File: src/pkg/mrc_defs.svh
// constants of the monitor, alarm and reset control block
// assumes a 125 MHz system clock; included by the top module only
`ifndef MRC_DEFS_SVH
`define MRC_DEFS_SVH
`define MRC_CLK_NS 8
`define MRC_PULSE_US 125
`define MRC_DLY1_US 17500
`define MRC_DLY2_US 22500
`define MRC_DLY3_US 27000
`define MRC_DLY4_US 45000
`define MRC_US2CYC(t) (((t) * 1000) / `MRC_CLK_NS)
`define MRC_CNT_W 23
`define MRC_NCH 5
`define MRC_LAST_CH 3'h4
`define MRC_PAGE_A2 2'h1
`define MRC_PAGE_A6 2'h3
`define MRC_AMASK_LO 8'hf8
`define MRC_AMASK_HI 8'hf9
`define MRC_WMASK_LO 8'hfa
`define MRC_WMASK_HI 8'hfb
`define MRC_RST_FIELD 8'hff
`define MRC_RESULT_BASE 8'h60
`define MRC_ASTAT_LO 8'h70
`define MRC_ASTAT_HI 8'h71
`define MRC_WSTAT_LO 8'h74
`define MRC_WSTAT_HI 8'h75
`define MRC_AUX_CFG 8'h00
`define MRC_ADDR_CFG 8'h02
`define MRC_PIN_CFG 8'h13
`define MRC_FAULT_CFG 8'h19
`define MRC_MULTI_CFG 8'h1a
`define MRC_MASK_HI_RST 8'h40
`define MRC_ADDR_CFG_RST 8'ha2
`define MRC_PULSE_CODE 3'h7
`define MRC_DLY_DEFAULT 3'h2
`endif

File: src/pkg/mrc_pkg.sv
// types of the monitor, alarm and reset control block
// shared by the top module and the bench
package mrc_pkg;
  typedef logic [2:0] mrc_sel_t;
  typedef enum logic [1:0] {MRC_SQ_START = 2'b01, MRC_SQ_WAIT = 2'b10} mrc_seq_t;
  typedef enum logic [2:0]
  {
    MRC_RS_IDLE = 3'b001,
    MRC_RS_PULSE = 3'b010,
    MRC_RS_HOLD = 3'b100
  } mrc_rst_t;
endpackage

File: src/hw/mrc_top.sv
// monitor sequencing, alarm flags, smbus slave, address select, reset pulse pin
// assumes pins (scl, sda, straps, tx disable) are asynchronous; adc on clk
`timescale 1ns/1ps
`include "mrc_defs.svh"

// Operation
// - five channels sampled in order, committed per pass
// - aux select field picks supply channel source in oem mode
// - violations set flags and unmasked raise interrupt
// - mask bit one blocks interrupt, flag still sets
// - alarm mask bytes 248 and 249 layout
// - warning mask bytes 250 and 251 same layout
// - masks reset zero except receive power low
// - fault config bits 6,7 add alarms, warnings
// - fault path uses the same source masks
// - flags latch until status read or toggle
// - bit 5 makes warnings follow live condition
// - bit 4 makes alarms follow live condition
// - multi-part mode takes address bits from straps
// - factory address A0, multi-part mode off
// - single mode address from config bits 7-4
// - pin config bit 7 picks output or reset
// - reset field resets 000, pin driven low after reset (general mode, bit 6 low)
// - writing 111 pulls pin low 125 us
// - field clears after selected delay past release
// - outside reset mode field drives nothing
module mrc_top #(
  parameter int unsigned PULSE_CYCLES = `MRC_US2CYC(`MRC_PULSE_US),
  parameter int unsigned DLY1_CYCLES = `MRC_US2CYC(`MRC_DLY1_US),
  parameter int unsigned DLY2_CYCLES = `MRC_US2CYC(`MRC_DLY2_US),
  parameter int unsigned DLY3_CYCLES = `MRC_US2CYC(`MRC_DLY3_US),
  parameter int unsigned DLY4_CYCLES = `MRC_US2CYC(`MRC_DLY4_US)
)
(
  input wire logic clk,
  input wire logic rst,
  input wire logic scl_in,
  input wire logic sda_in,
  output logic sda_out,
  output logic sda_oe,
  input wire logic strap_a3,
  input wire logic strap_a4,
  input wire logic transmit_disable_in,
  input wire logic oem_mode,
  output logic adc_start,
  output logic [2:0] adc_chan,
  output mrc_pkg::mrc_sel_t aux_channel_select,
  input wire logic adc_done,
  input wire logic [15:0] adc_data,
  input wire logic [79:0] alarm_high_thr,
  input wire logic [79:0] alarm_low_thr,
  input wire logic [79:0] warn_high_thr,
  input wire logic [79:0] warn_low_thr,
  output logic interrupt_out,
  output logic transmit_fault_out,
  output logic reset_gpo_out,
  output logic reset_gpo_oe
);
  import mrc_pkg::*;

  // ****************************************
  // registers and pin synchronisers
  // ****************************************
  logic [7:0] amask_lo, amask_hi, wmask_lo, wmask_hi;
  logic [2:0] aux_source_config, reset_pulse_field;
  logic [7:0] address_delay_config, pin_function_config, fault_latch_config, multi_part_config;
  logic [9:0] aflag, wflag, acond, wcond, aclr, wclr;
  logic [15:0] staged [`MRC_NCH];
  logic [15:0] result [`MRC_NCH];
  logic [3:0] s1, s2;
  logic scl_d, sda_d, txd_d, commit, field_clr;
  logic txd_s1, txd_s2;
  logic wr_stb, rd_stb;
  logic [1:0] wr_page, rd_page;
  logic [7:0] wr_ptr, wr_data, rd_ptr;

  // the first stage feeds only the second; edge detection looks at s2 only
  always_ff @(posedge clk or posedge rst)
    if (rst)
    begin
      s1 <= 4'h3;
      s2 <= 4'h3;
    end
    else
    begin
      s1 <= {strap_a4, strap_a3, sda_in, scl_in};
      s2 <= s1;
    end

  always_ff @(posedge clk or posedge rst)
    if (rst)
    begin
      scl_d <= 1'b1;
      sda_d <= 1'b1;
      txd_d <= 1'b0;
    end
    else
    begin
      scl_d <= s2[0];
      sda_d <= s2[1];
      txd_d <= txd_s2;
    end

  always_ff @(posedge clk or posedge rst)
    if (rst)
    begin
      txd_s1 <= 1'b0;
      txd_s2 <= 1'b0;
    end
    else
    begin
      txd_s1 <= transmit_disable_in;
      txd_s2 <= txd_s1;
    end

  wire txd_toggle = txd_s2 ^ txd_d;
  wire scl_rise = s2[0] & ~scl_d;
  wire scl_fall = ~s2[0] & scl_d;
  wire bus_start = s2[0] & scl_d & sda_d & ~s2[1];
  wire bus_stop = s2[0] & scl_d & ~sda_d & s2[1];

  // ****************************************
  // configuration writes
  // ****************************************
  always_ff @(posedge clk or posedge rst)
    if (rst)
    begin
      amask_lo <= 8'h00;
      amask_hi <= `MRC_MASK_HI_RST;
      wmask_lo <= 8'h00;
      wmask_hi <= `MRC_MASK_HI_RST;
      aux_source_config <= 3'h0;
      address_delay_config <= `MRC_ADDR_CFG_RST;
      pin_function_config <= 8'h00;
      fault_latch_config <= 8'h00;
      multi_part_config <= 8'h00;
    end
    else if (wr_stb && wr_page == `MRC_PAGE_A2)
    begin
      case (wr_ptr)
        `MRC_AMASK_LO: amask_lo <= wr_data;
        `MRC_AMASK_HI: amask_hi <= {wr_data[7:6], 6'h00};
        `MRC_WMASK_LO: wmask_lo <= wr_data;
        `MRC_WMASK_HI: wmask_hi <= {wr_data[7:6], 6'h00};
        default: ;
      endcase
    end
    else if (wr_stb && wr_page == `MRC_PAGE_A6)
    begin
      case (wr_ptr)
        `MRC_AUX_CFG: aux_source_config <= wr_data[2:0];
        `MRC_ADDR_CFG: address_delay_config <= wr_data;
        `MRC_PIN_CFG: pin_function_config <= wr_data;
        `MRC_FAULT_CFG: fault_latch_config <= wr_data;
        `MRC_MULTI_CFG: multi_part_config <= wr_data;
        default: ;
      endcase
    end

  // ****************************************
  // conversion sequencer
  // ****************************************
  mrc_seq_t seq;
  always_ff @(posedge clk or posedge rst)
    if (rst)
    begin
      seq <= MRC_SQ_START;
      adc_chan <= 3'h0;
      adc_start <= 1'b0;
      commit <= 1'b0;
    end
    else
    begin
      adc_start <= 1'b0;
      commit <= 1'b0;
      case (seq)
        MRC_SQ_START:
        begin
          adc_start <= 1'b1;
          seq <= MRC_SQ_WAIT;
        end
        MRC_SQ_WAIT:
          if (adc_done)
          begin
            seq <= MRC_SQ_START;
            commit <= (adc_chan == `MRC_LAST_CH);
            adc_chan <= (adc_chan == `MRC_LAST_CH) ? 3'h0 : adc_chan + 3'h1;
          end
        default: seq <= MRC_SQ_START;
      endcase
    end

  always_ff @(posedge clk or posedge rst)
    if (rst)
      aux_channel_select <= 3'h0;
    else
      aux_channel_select <= oem_mode ? aux_source_config : 3'h0;

  // results are staged during a pass and all committed at its end
  genvar g;
  generate
    for (g = 0; g < `MRC_NCH; g++)
    begin : g_ch
      always_ff @(posedge clk or posedge rst)
        if (rst)
        begin
          staged[g] <= 16'h0000;
          result[g] <= 16'h0000;
        end
        else
        begin
          if (seq == MRC_SQ_WAIT && adc_done && adc_chan == 3'(g))
            staged[g] <= adc_data;
          if (commit)
            result[g] <= staged[g];
        end
      // compared against the values being committed, once per pass
      assign acond[9-2*g] = staged[g] > alarm_high_thr[16*g +: 16];
      assign acond[8-2*g] = staged[g] < alarm_low_thr[16*g +: 16];
      assign wcond[9-2*g] = staged[g] > warn_high_thr[16*g +: 16];
      assign wcond[8-2*g] = staged[g] < warn_low_thr[16*g +: 16];
    end
  endgenerate

  // ****************************************
  // alarm and warning flags
  // ****************************************
  wire [9:0] amask = {amask_lo, amask_hi[7:6]};
  wire [9:0] wmask = {wmask_lo, wmask_hi[7:6]};
  wire rd_a2 = rd_stb && rd_page == `MRC_PAGE_A2;
  assign aclr = {{8{rd_a2 && rd_ptr == `MRC_ASTAT_LO}}, {2{rd_a2 && rd_ptr == `MRC_ASTAT_HI}}}
    | {10{txd_toggle}};
  assign wclr = {{8{rd_a2 && rd_ptr == `MRC_WSTAT_LO}}, {2{rd_a2 && rd_ptr == `MRC_WSTAT_HI}}}
    | {10{txd_toggle}};

  // a new violation in the clearing cycle survives the clear
  always_ff @(posedge clk or posedge rst)
    if (rst)
    begin
      aflag <= 10'h000;
      wflag <= 10'h000;
    end
    else
    begin
      if (commit && fault_latch_config[4])
        aflag <= acond & ~(aclr & ~acond);
      else
        aflag <= (aflag & ~aclr) | ({10{commit}} & acond);
      if (commit && fault_latch_config[5])
        wflag <= wcond & ~(wclr & ~wcond);
      else
        wflag <= (wflag & ~wclr) | ({10{commit}} & wcond);
    end

  always_ff @(posedge clk or posedge rst)
    if (rst)
    begin
      interrupt_out <= 1'b0;
      transmit_fault_out <= 1'b0;
    end
    else
    begin
      interrupt_out <= |(aflag & ~amask) | |(wflag & ~wmask);
      transmit_fault_out <= (fault_latch_config[6] & |(aflag & ~amask))
        | (fault_latch_config[7] & |(wflag & ~wmask));
    end

  // ****************************************
  // reset pulse pin
  // ****************************************
  mrc_rst_t rs;
  logic [`MRC_CNT_W-1:0] rcnt, dly_cyc;
  wire rmode = pin_function_config[7];
  always_comb
    case (address_delay_config[2:0])
      3'h0: dly_cyc = '0;
      3'h1: dly_cyc = `MRC_CNT_W'(DLY1_CYCLES);
      3'h3: dly_cyc = `MRC_CNT_W'(DLY3_CYCLES);
      3'h4: dly_cyc = `MRC_CNT_W'(DLY4_CYCLES);
      default: dly_cyc = `MRC_CNT_W'(DLY2_CYCLES);
    endcase
  wire pulse_end = rs == MRC_RS_PULSE && rcnt == `MRC_CNT_W'(PULSE_CYCLES - 1);
  assign field_clr = (pulse_end && dly_cyc == '0)
    || (rs == MRC_RS_HOLD && rcnt == dly_cyc - `MRC_CNT_W'(1));

  always_ff @(posedge clk or posedge rst)
    if (rst)
    begin
      rs <= MRC_RS_IDLE;
      rcnt <= '0;
    end
    else if (!rmode)
    begin
      rs <= MRC_RS_IDLE;
      rcnt <= '0;
    end
    else
      case (rs)
        MRC_RS_IDLE:
          if (reset_pulse_field == `MRC_PULSE_CODE)
            rs <= MRC_RS_PULSE;
        MRC_RS_PULSE:
        begin
          rcnt <= pulse_end ? '0 : rcnt + `MRC_CNT_W'(1);
          if (pulse_end)
            rs <= field_clr ? MRC_RS_IDLE : MRC_RS_HOLD;
        end
        MRC_RS_HOLD:
        begin
          rcnt <= rcnt + `MRC_CNT_W'(1);
          if (field_clr)
          begin
            rs <= MRC_RS_IDLE;
            rcnt <= '0;
          end
        end
        default: rs <= MRC_RS_IDLE;
      endcase

  // a host write in the clearing cycle wins: it is newer than the clear
  always_ff @(posedge clk or posedge rst)
    if (rst)
      reset_pulse_field <= 3'h0;
    else if (wr_stb && wr_page == `MRC_PAGE_A2 && wr_ptr == `MRC_RST_FIELD)
      reset_pulse_field <= wr_data[2:0];
    else if (field_clr)
      reset_pulse_field <= 3'h0;

  // general output mode drives low for config bit 6 low, else releases
  assign reset_gpo_out = 1'b0;
  always_ff @(posedge clk or posedge rst)
    if (rst)
      reset_gpo_oe <= 1'b0;
    else
      reset_gpo_oe <= rmode ? (rs == MRC_RS_PULSE) : ~pin_function_config[6];

  // ****************************************
  // smbus slave
  // ****************************************
  logic active, first, second, rw, nacked, ack_drv;
  logic [3:0] bitcnt;
  logic [7:0] sh, tx, ptr;
  logic [1:0] page;
  logic [7:0] rd_byte;
  wire [7:3] my_addr = multi_part_config[3] ? {address_delay_config[7:5], s2[3], s2[2]}
    : {address_delay_config[7:4], 1'b0};
  wire addr_hit = sh[7:3] == my_addr && sh[1]; // page 01 or 11

  always_comb
  begin
    rd_byte = 8'h00;
    if (page == `MRC_PAGE_A2)
      case (ptr)
        `MRC_AMASK_LO: rd_byte = amask_lo;
        `MRC_AMASK_HI: rd_byte = amask_hi;
        `MRC_WMASK_LO: rd_byte = wmask_lo;
        `MRC_WMASK_HI: rd_byte = wmask_hi;
        `MRC_RST_FIELD: rd_byte = {5'h00, reset_pulse_field};
        `MRC_ASTAT_LO: rd_byte = aflag[9:2];
        `MRC_ASTAT_HI: rd_byte = {aflag[1:0], 6'h00};
        `MRC_WSTAT_LO: rd_byte = wflag[9:2];
        `MRC_WSTAT_HI: rd_byte = {wflag[1:0], 6'h00};
        default:
          for (int i = 0; i < `MRC_NCH; i++)
          begin
            if (ptr == `MRC_RESULT_BASE + 8'(2 * i))
              rd_byte = result[i][15:8];
            if (ptr == `MRC_RESULT_BASE + 8'(2 * i + 1))
              rd_byte = result[i][7:0];
          end
      endcase
    else if (page == `MRC_PAGE_A6)
      case (ptr)
        `MRC_AUX_CFG: rd_byte = {5'h00, aux_source_config};
        `MRC_ADDR_CFG: rd_byte = address_delay_config;
        `MRC_PIN_CFG: rd_byte = pin_function_config;
        `MRC_FAULT_CFG: rd_byte = fault_latch_config;
        `MRC_MULTI_CFG: rd_byte = multi_part_config;
        default: rd_byte = 8'h00;
      endcase
  end

  always_ff @(posedge clk or posedge rst)
    if (rst)
    begin
      {active, first, second, rw, nacked, ack_drv, wr_stb, rd_stb} <= 8'h00;
      bitcnt <= 4'h0;
      {sh, tx, ptr, wr_ptr, wr_data, rd_ptr} <= 48'h0000_0000_0000;
      {page, wr_page, rd_page} <= 6'h00;
    end
    else
    begin
      wr_stb <= 1'b0;
      rd_stb <= 1'b0;
      if (bus_start)
      begin
        {active, first, nacked, ack_drv} <= 4'b1100;
        // the start's own scl fall wraps this to 0, so it is not counted as a bit
        bitcnt <= 4'hf;
      end
      else if (bus_stop)
        {active, ack_drv} <= 2'b00;
      else if (active)
      begin
        if (scl_rise && bitcnt < 4'h8)
          sh <= {sh[6:0], s2[1]};
        if (scl_rise && bitcnt == 4'h8 && rw && !first)
          nacked <= s2[1];
        if (scl_fall && bitcnt == 4'h7)
        begin
          bitcnt <= 4'h8;
          if (first)
          begin
            active <= addr_hit;
            ack_drv <= addr_hit;
            {first, rw, second} <= {1'b0, sh[0], ~sh[0]};
            page <= sh[2:1];
            nacked <= 1'b0;
          end
          else if (second)
          begin
            {ptr, second, ack_drv} <= {sh, 2'b01};
          end
          else if (!rw)
          begin
            {wr_stb, wr_page, wr_ptr, wr_data, ack_drv} <= {1'b1, page, ptr, sh, 1'b1};
            ptr <= ptr + 8'h01;
          end
        end
        else if (scl_fall && bitcnt == 4'h8)
        begin
          bitcnt <= 4'h0;
          ack_drv <= 1'b0;
          if (rw && !nacked)
          begin
            {tx, rd_stb, rd_page, rd_ptr} <= {rd_byte, 1'b1, page, ptr};
            ptr <= ptr + 8'h01;
          end
        end
        else if (scl_fall)
        begin
          bitcnt <= bitcnt + 4'h1;
          tx <= {tx[6:0], 1'b0};
        end
      end
    end

  assign sda_out = 1'b0;
  always_ff @(posedge clk or posedge rst)
    if (rst)
      sda_oe <= 1'b0;
    else
      sda_oe <= active && (ack_drv || (rw && !first && !nacked && bitcnt < 4'h8 && !tx[7]));
endmodule

File: config.mk
export PLATFORM = sky130hd
export DESIGN_NAME = mrc_top
export DESIGN_NICKNAME = d
export VERILOG_FILES = /design/src/pkg/mrc_pkg.sv /design/src/hw/mrc_top.sv
export VERILOG_INCLUDE_DIRS = /design/src /design/src/pkg
export SDC_FILE = /design/constraint.sdc
export NUM_CORES = 1
export LEC_CHECK = 0
export ABC_AREA = 1
export BUFFER_PORTS_ARGS = -buffer_cell sky130_fd_sc_hd__buf_2
export CAP_MARGIN = 20
export CORE_MARGIN = 2
export CORE_UTILIZATION = 33
export CTS_BUF_LIST = sky130_fd_sc_hd__clkbuf_4 sky130_fd_sc_hd__clkbuf_8
export DETAILED_ROUTE_END_ITERATION = 8
export PLACE_DENSITY = 0.55
export SKIP_LAST_GASP = 1
export SYNTH_ARGS = -nofsm -noshare
export SYNTH_HDL_FRONTEND = slang
export SYNTH_SLANG_ARGS = --single-unit
export TNS_END_PERCENT = 1
File: constraint.sdc
create_clock -name clk -period 11.1 [get_ports clk]
set_input_delay 1.11 -clock clk [delete_from_list [all_inputs] [get_ports clk]]
set_output_delay 1.11 -clock clk [all_outputs]
set_load 0.02 [all_outputs]
# Word level (Yosys, flattened, before mapping)
# Index checks and enable logic that the tools add are counted.
# totals
regBits	357
out_inout_bits	13
wordCells	365
# op_classes
addsub	5
n_lt_le_gt_ge	21
n_eq_ne	69
n_mux	90
bitwise	47
reduce_logical	75
# op_table
op	count
$mux 8	21
$gt 16x16->1	10
$lt 16x16->1	10
$eq 8x7->1 const B	18
$and 10x10->10	10
$pmux 23 s4	1
$eq 8x8->1 const B	10
$not 10->10	8
$pmux 8 s9	1
$mux 23	3
$eq 8x5->1 const B	6
$pmux 23 s2	1
$mux 1	41
$or 10x10->10	4
$pmux 8 s5	1
$logic_and 1x1->1	32
$mux 3	9
$reduce_and 3->1	9
$mux 4	6
$add 23x1->23 const B	1
$eq 23x14->1 const B	1
$eq 23x23->1	1
$logic_not 23->1	1
$sub 23x1->23 const B	1
39 further kinds	101

# Longest topological paths before layout
# logic_depth
word_depth	15
mapped_depth	21

# Worst setup path before layout
# OpenSTA, ideal clock, no wires.
# synth_path
kind	input to register
from	in adc_done
to	reg staged[15] in the netlist's numbering
setup_ps	130
t_arrival_ps	2257
required_time_ps	10970
slack_ps	8713
cell_stages	9
n_path_buf	2
path_cell_list	inv_1 -> nor2_1 -> inv_1 -> nor2_1 -> inv_1 -> buf_2 -> buf_2 -> nand2_1 -> o21ai_0
# synth_via
elab_chain_cells	2
# synth_rtl
item	line_no	source
from (decl)	mrc_top.sv:48	input wire logic adc_done,
$logic_and 1x1->1 (2 in series)	mrc_top.sv:212	if (seq == MRC_SQ_WAIT && adc_done && adc_chan == 3'(g))
to (signal, indexed assignment)	mrc_top.sv:213	staged[g] <= adc_data;
to (decl)	mrc_top.sv:68	logic [15:0] staged [`MRC_NCH];
# No other way between the ends.
# A chain may end at the register's enable or synchronous reset.

# Worst setup path after layout
# layout_path
from	reg bitcnt[0]
to	reg ptr[6]
# layout_via
elab_chain_cells	4
elab_cells_between_ends	10
# layout_rtl
item	line_no	source
from (decl)	mrc_top.sv:341	logic [3:0] bitcnt;
from (signal assigned)	mrc_top.sv:442	bitcnt <= bitcnt + 4'h1;
$eq 4x3->1 / $eq 4x4->1 (equally long branches)	mrc_top.sv:409, mrc_top.sv:430	
$logic_and 1x1->1 (on tied branches)	mrc_top.sv:409, mrc_top.sv:430	
$ne 3x3->1 (no line), or another cell as far along	n/a	
$reduce_and 7->1 (no line)	n/a	
to (signal assigned)	mrc_top.sv:422	{ptr, second, ack_drv} <= {sh, 2'b01};
to (signal assigned)	mrc_top.sv:427	ptr <= ptr + 8'h01;
to (signal assigned)	mrc_top.sv:437	ptr <= ptr + 8'h01;
to (decl)	mrc_top.sv:342	logic [7:0] sh, tx, ptr;
# Parallel ways exist; a longest one is shown, timed or not.

==> load_flow_metrics.sql <==
INSERT INTO impl_metrics (metric_group, metric, value, unit) VALUES
('route', 'avgRoutedWirePerCell', '17.19', 'µm'),
('sta', 'finClkSkew', '0.05384', 'ns'),
('sta', 'max-slew-margin-rel', '29.73', '%'),
('cts', 'insertion_delay', '0.65', 'ns'),
('route', 'initialDrtViolationCount', '1563', ''),
('critical_path', 'timing.critical_path.to_type', 'flop', ''),
('route', 'wirelength', '78030', 'µm'),
('critical_path', 'ff2ff_setup_slack', '8.23', 'ns'),
('finish', 'final_util', '39.28', '%'),
('logic_synthesis', 'post-synth-top-area-cell', 'dfrtp_1', ''),
('logic_synthesis', 'synth-async-reset-ratio', '100.0', '%'),
('sta', 'final_cycle_utilization_of_the_critical_path', '25.85', '%'),
('cts', 'htreeDepth', '3', ''),
('logic_synthesis', 'postSynthRegisterBits', '357', ''),
('critical_path', 'timing.rr.end', 'ptr[6]$_DFFE_PP0P_', ''),
('logic_synthesis', 'synth.cell_area', '24140', 'µm²'),
('sta', 'max_slew.worst_pin.slew', '1.046', 'ns'),
('sta', 'finalSetupTns', '0', 'ns'),
('hold_path', 'min_from', 'txd_s1$_DFF_PP0_', ''),
('flow_run', 'cap_viol_max_count', '0', ''),
('logic_synthesis', 'synth_enable_flop_cells', '0', ''),
('global_routing', 'grt_first_pass_wirelength', '120200', 'µm'),
('hold_path', 'worstHoldPathType', 'reg -> reg', ''),
('hold_path', 'worst_hold_path.num_cells', '0', ''),
('finish', 'drive_gt1_share', '15.82', '%'),
('finish', 'mostFrequentLayoutCells', 'nand2_1 (686), inv_1 (596), buf_2 (355)', ''),
('critical_path', 'r2r_cells', '11', ''),
('logic_synthesis', 'yosys_warnings', '0', ''),
('cts', 'clk_path_buf_depth', '3', ''),
('placed_design', 'hpwl', '61390', 'µm'),
('logic_synthesis', 'post_synth_num_cell_types', '60', ''),
('die', 'die_w', '274.4', 'µm'),
('logic_synthesis', 'synthFlopType', 'dfrtp_1', ''),
('sta', 'setup_viol', '0', ''),
('cts', 'postCtsSetupRepairBufs', '0', ''),
('critical_path', 'worst-setup-path-type', 'reg -> reg', ''),
('die', 'effective_utilization_at_floorplan', '33.20', '%'),
('global_routing', 'grt_antenna_before_repair', '10', ''),
('critical_path', 'cp_data_arrival_time', '3.37', 'ns'),
('sta', 'drv_slew', '0', ''),
('critical_path', 'critPathLaunchType', 'flop', ''),
('sta', 'fin_hold_ws', '0.3479', 'ns'),
('critical_path', 'worstReg2RegStart', 'bitcnt[0]$_DFFE_PP0P_', ''),
('global_routing', 'global_route.usage.total', '20.72', '%'),
('die', 'top_level_ports', '358', ''),
('route', 'routed-via-count', '21833', ''),
('global_routing', 'largest_net_degree_at_the_start_of_global_routing', '170', ''),
('cts', 'cts_tree', 'done', ''),
('outcome', 'run_status', 'finished clean', ''),
('cts', 'count_of_instances_resized_after_the_clock_tree_is_built', '0', ''),
('pwr', 'powerDensity', '185.7', 'nW/µm²'),
('cts', 'root_buffer', 'clkbuf_8', ''),
('global_routing', 'first_global_vias', '20990', ''),
('global_routing', 'grt-ovfl-total', '0', ''),
('finish', 'design.final.nets', '4190', ''),
('route', 'dr_drc_count', '0', ''),
('critical_path', 'crit_path_max_fanout', '12', ''),
('finish', 'layout.filler_cells', '7567', ''),
('route', 'ant_nets', '0', ''),
('logic_synthesis', 'post_synth_main_area_contributors', 'dfrtp_1 (36%), ha_1 (17%), nand2_1 (11%)', ''),
('logic_synthesis', 'synth_top_area_share', '35.66', '%'),
('sta', 'finalHoldViolCount', '0', ''),
('cts', 'cts.clk_slew.worst_paths', '0.05', 'ns'),
('die', 'total_die_area', '75320', 'µm²'),
('sta', 'period_minus_slack', '2.869', 'ns'),
('cts', 'postCtsHoldBufs', '0', ''),
('die', 'die_h', '274.4', 'µm'),
('die', 'design.core.area', '72710', 'µm²'),
('sta', 'clock.fmax', '0.3485', 'GHz'),
('placed_design', 'io_buffers', '355', ''),
('cts', 'cts-buffers-inserted', '69', '');
-- power by group --
part	internal (mW)	leakage (nW)	switching, mW
Clock	0.869	0.809	0.597
Sequential	1.62	4.65	0.465
Combinational	0.717	9.52	1.03
-- cell usage after synthesis, drive strengths merged (5+ instances only) --
cell / n
o31ai: 8
clkbuf: 43
o21ai: 340
buf: 16
nand4: 51
o211ai: 23
dfstp: 13
a32o: 6
o21a: 7
nand3: 97
nor2: 173
o2111ai: 5
o22ai: 34
inv: 611
nand2: 698
nor3: 51
ha: 323
nor4: 11
dfrtp: 344
xor2: 15
a21oi: 196
a211oi: 19
a221oi: 6
-- flip-flops by register name (all words and copies together) (netlist names), 4 cells and up --
register,cells
address_delay_config,8
fault_latch_config,8
staged,80
amask_lo,8
rd_ptr,8
rcnt,23
s1,4
pin_function_config,8
wr_data,8
bitcnt,4
ptr,8
tx,8
wflag,10
wmask_lo,8
sh,8
s2,4
aflag,10
wr_ptr,8
multi_part_config,8
result,80
-- critical path, stage by stage (launching register included) --
cell	delay, ns
dfrtp_1	0.39
inv_1	0.10
ha_1	0.15
nand3_1	0.17
nor2_2	0.46
nand2_1	0.17
nand2_1	0.12
inv_2	0.04
nor3_2	0.66
inv_1	0.22
a21oi_1	0.15
o21ai_0	0.09
-- per-stage QoR --
stage               setup slack [ns]  total power [mW]  std cells  area (µm²)
finish                         8.231             5.304       4538       28560
global placement               8.029             3.819       4409       26980
CTS                            8.238             5.357       4529       28530
floorplan                     0.1062             3.156       3142       24140
global route                   7.989             5.765       4533       28550
detailed placement             7.966             3.860       4409       26980
-- worst max-delay path by stage --
stage,startpoint,to,slack [ns],cells past startpoint
4_1_cts,bitcnt[0]$_DFFE_PP0P_,ptr[6]$_DFFE_PP0P_,8.24,11
3_3_place_gp,adc_done,staged[72]$_DFFE_PP0P_,8.03,6
2_1_floorplan,rst,ack_drv$_DFFE_PP0P_,0.11,1
3_5_place_dp,adc_done,staged[72]$_DFFE_PP0P_,7.97,6
5_1_grt,bitcnt[0]$_DFFE_PP0P_,ptr[6]$_DFFE_PP0P_,7.99,11
6_report,bitcnt[0]$_DFFE_PP0P_,ptr[6]$_DFFE_PP0P_,8.23,11
-- area by class of cell --
| type | count | area [µm²] | area share, % |
|---|---|---|---|
| repair buffers | 368 | 1894 | 6.632 |
| well taps | 959 | 1200 | 4.201 |
| clock inverters | 17 | 245.2 | 0.8586 |
| diodes | 8 | 20.02 | 0.07009 |
| inverters | 613 | 2308 | 8.082 |
| clock buffers | 103 | 1299 | 4.547 |
| flip-flops and latches | 357 | 8954 | 31.35 |
| multi-input cells | 2113 | 12640 | 44.26 |
-- metal layers --
layer / share of wire (%) / global-route usage [%] / wire (µm)
met5: 0.070 / 0 / 55
met4: 1.9 / 5.134 / 1469
met1: 46 / 28.30 / 36100
met2: 46 / 33.59 / 35590
met3: 6.2 / 4.020 / 4820
-- kinds of logic after synthesis --
| group | synth area share [%] |
|---|---|
| simple gates | 19.18 |
| compound gates | 15.62 |
| buf+inv | 10.61 |
| flops | 37.08 |
| fa+ha+maj | 16.74 |
| xor+xnor | 0.6169 |
| mux | 0.1400 |
| other cells | 0.01554 |
Power figures use the tool's default switching activity.
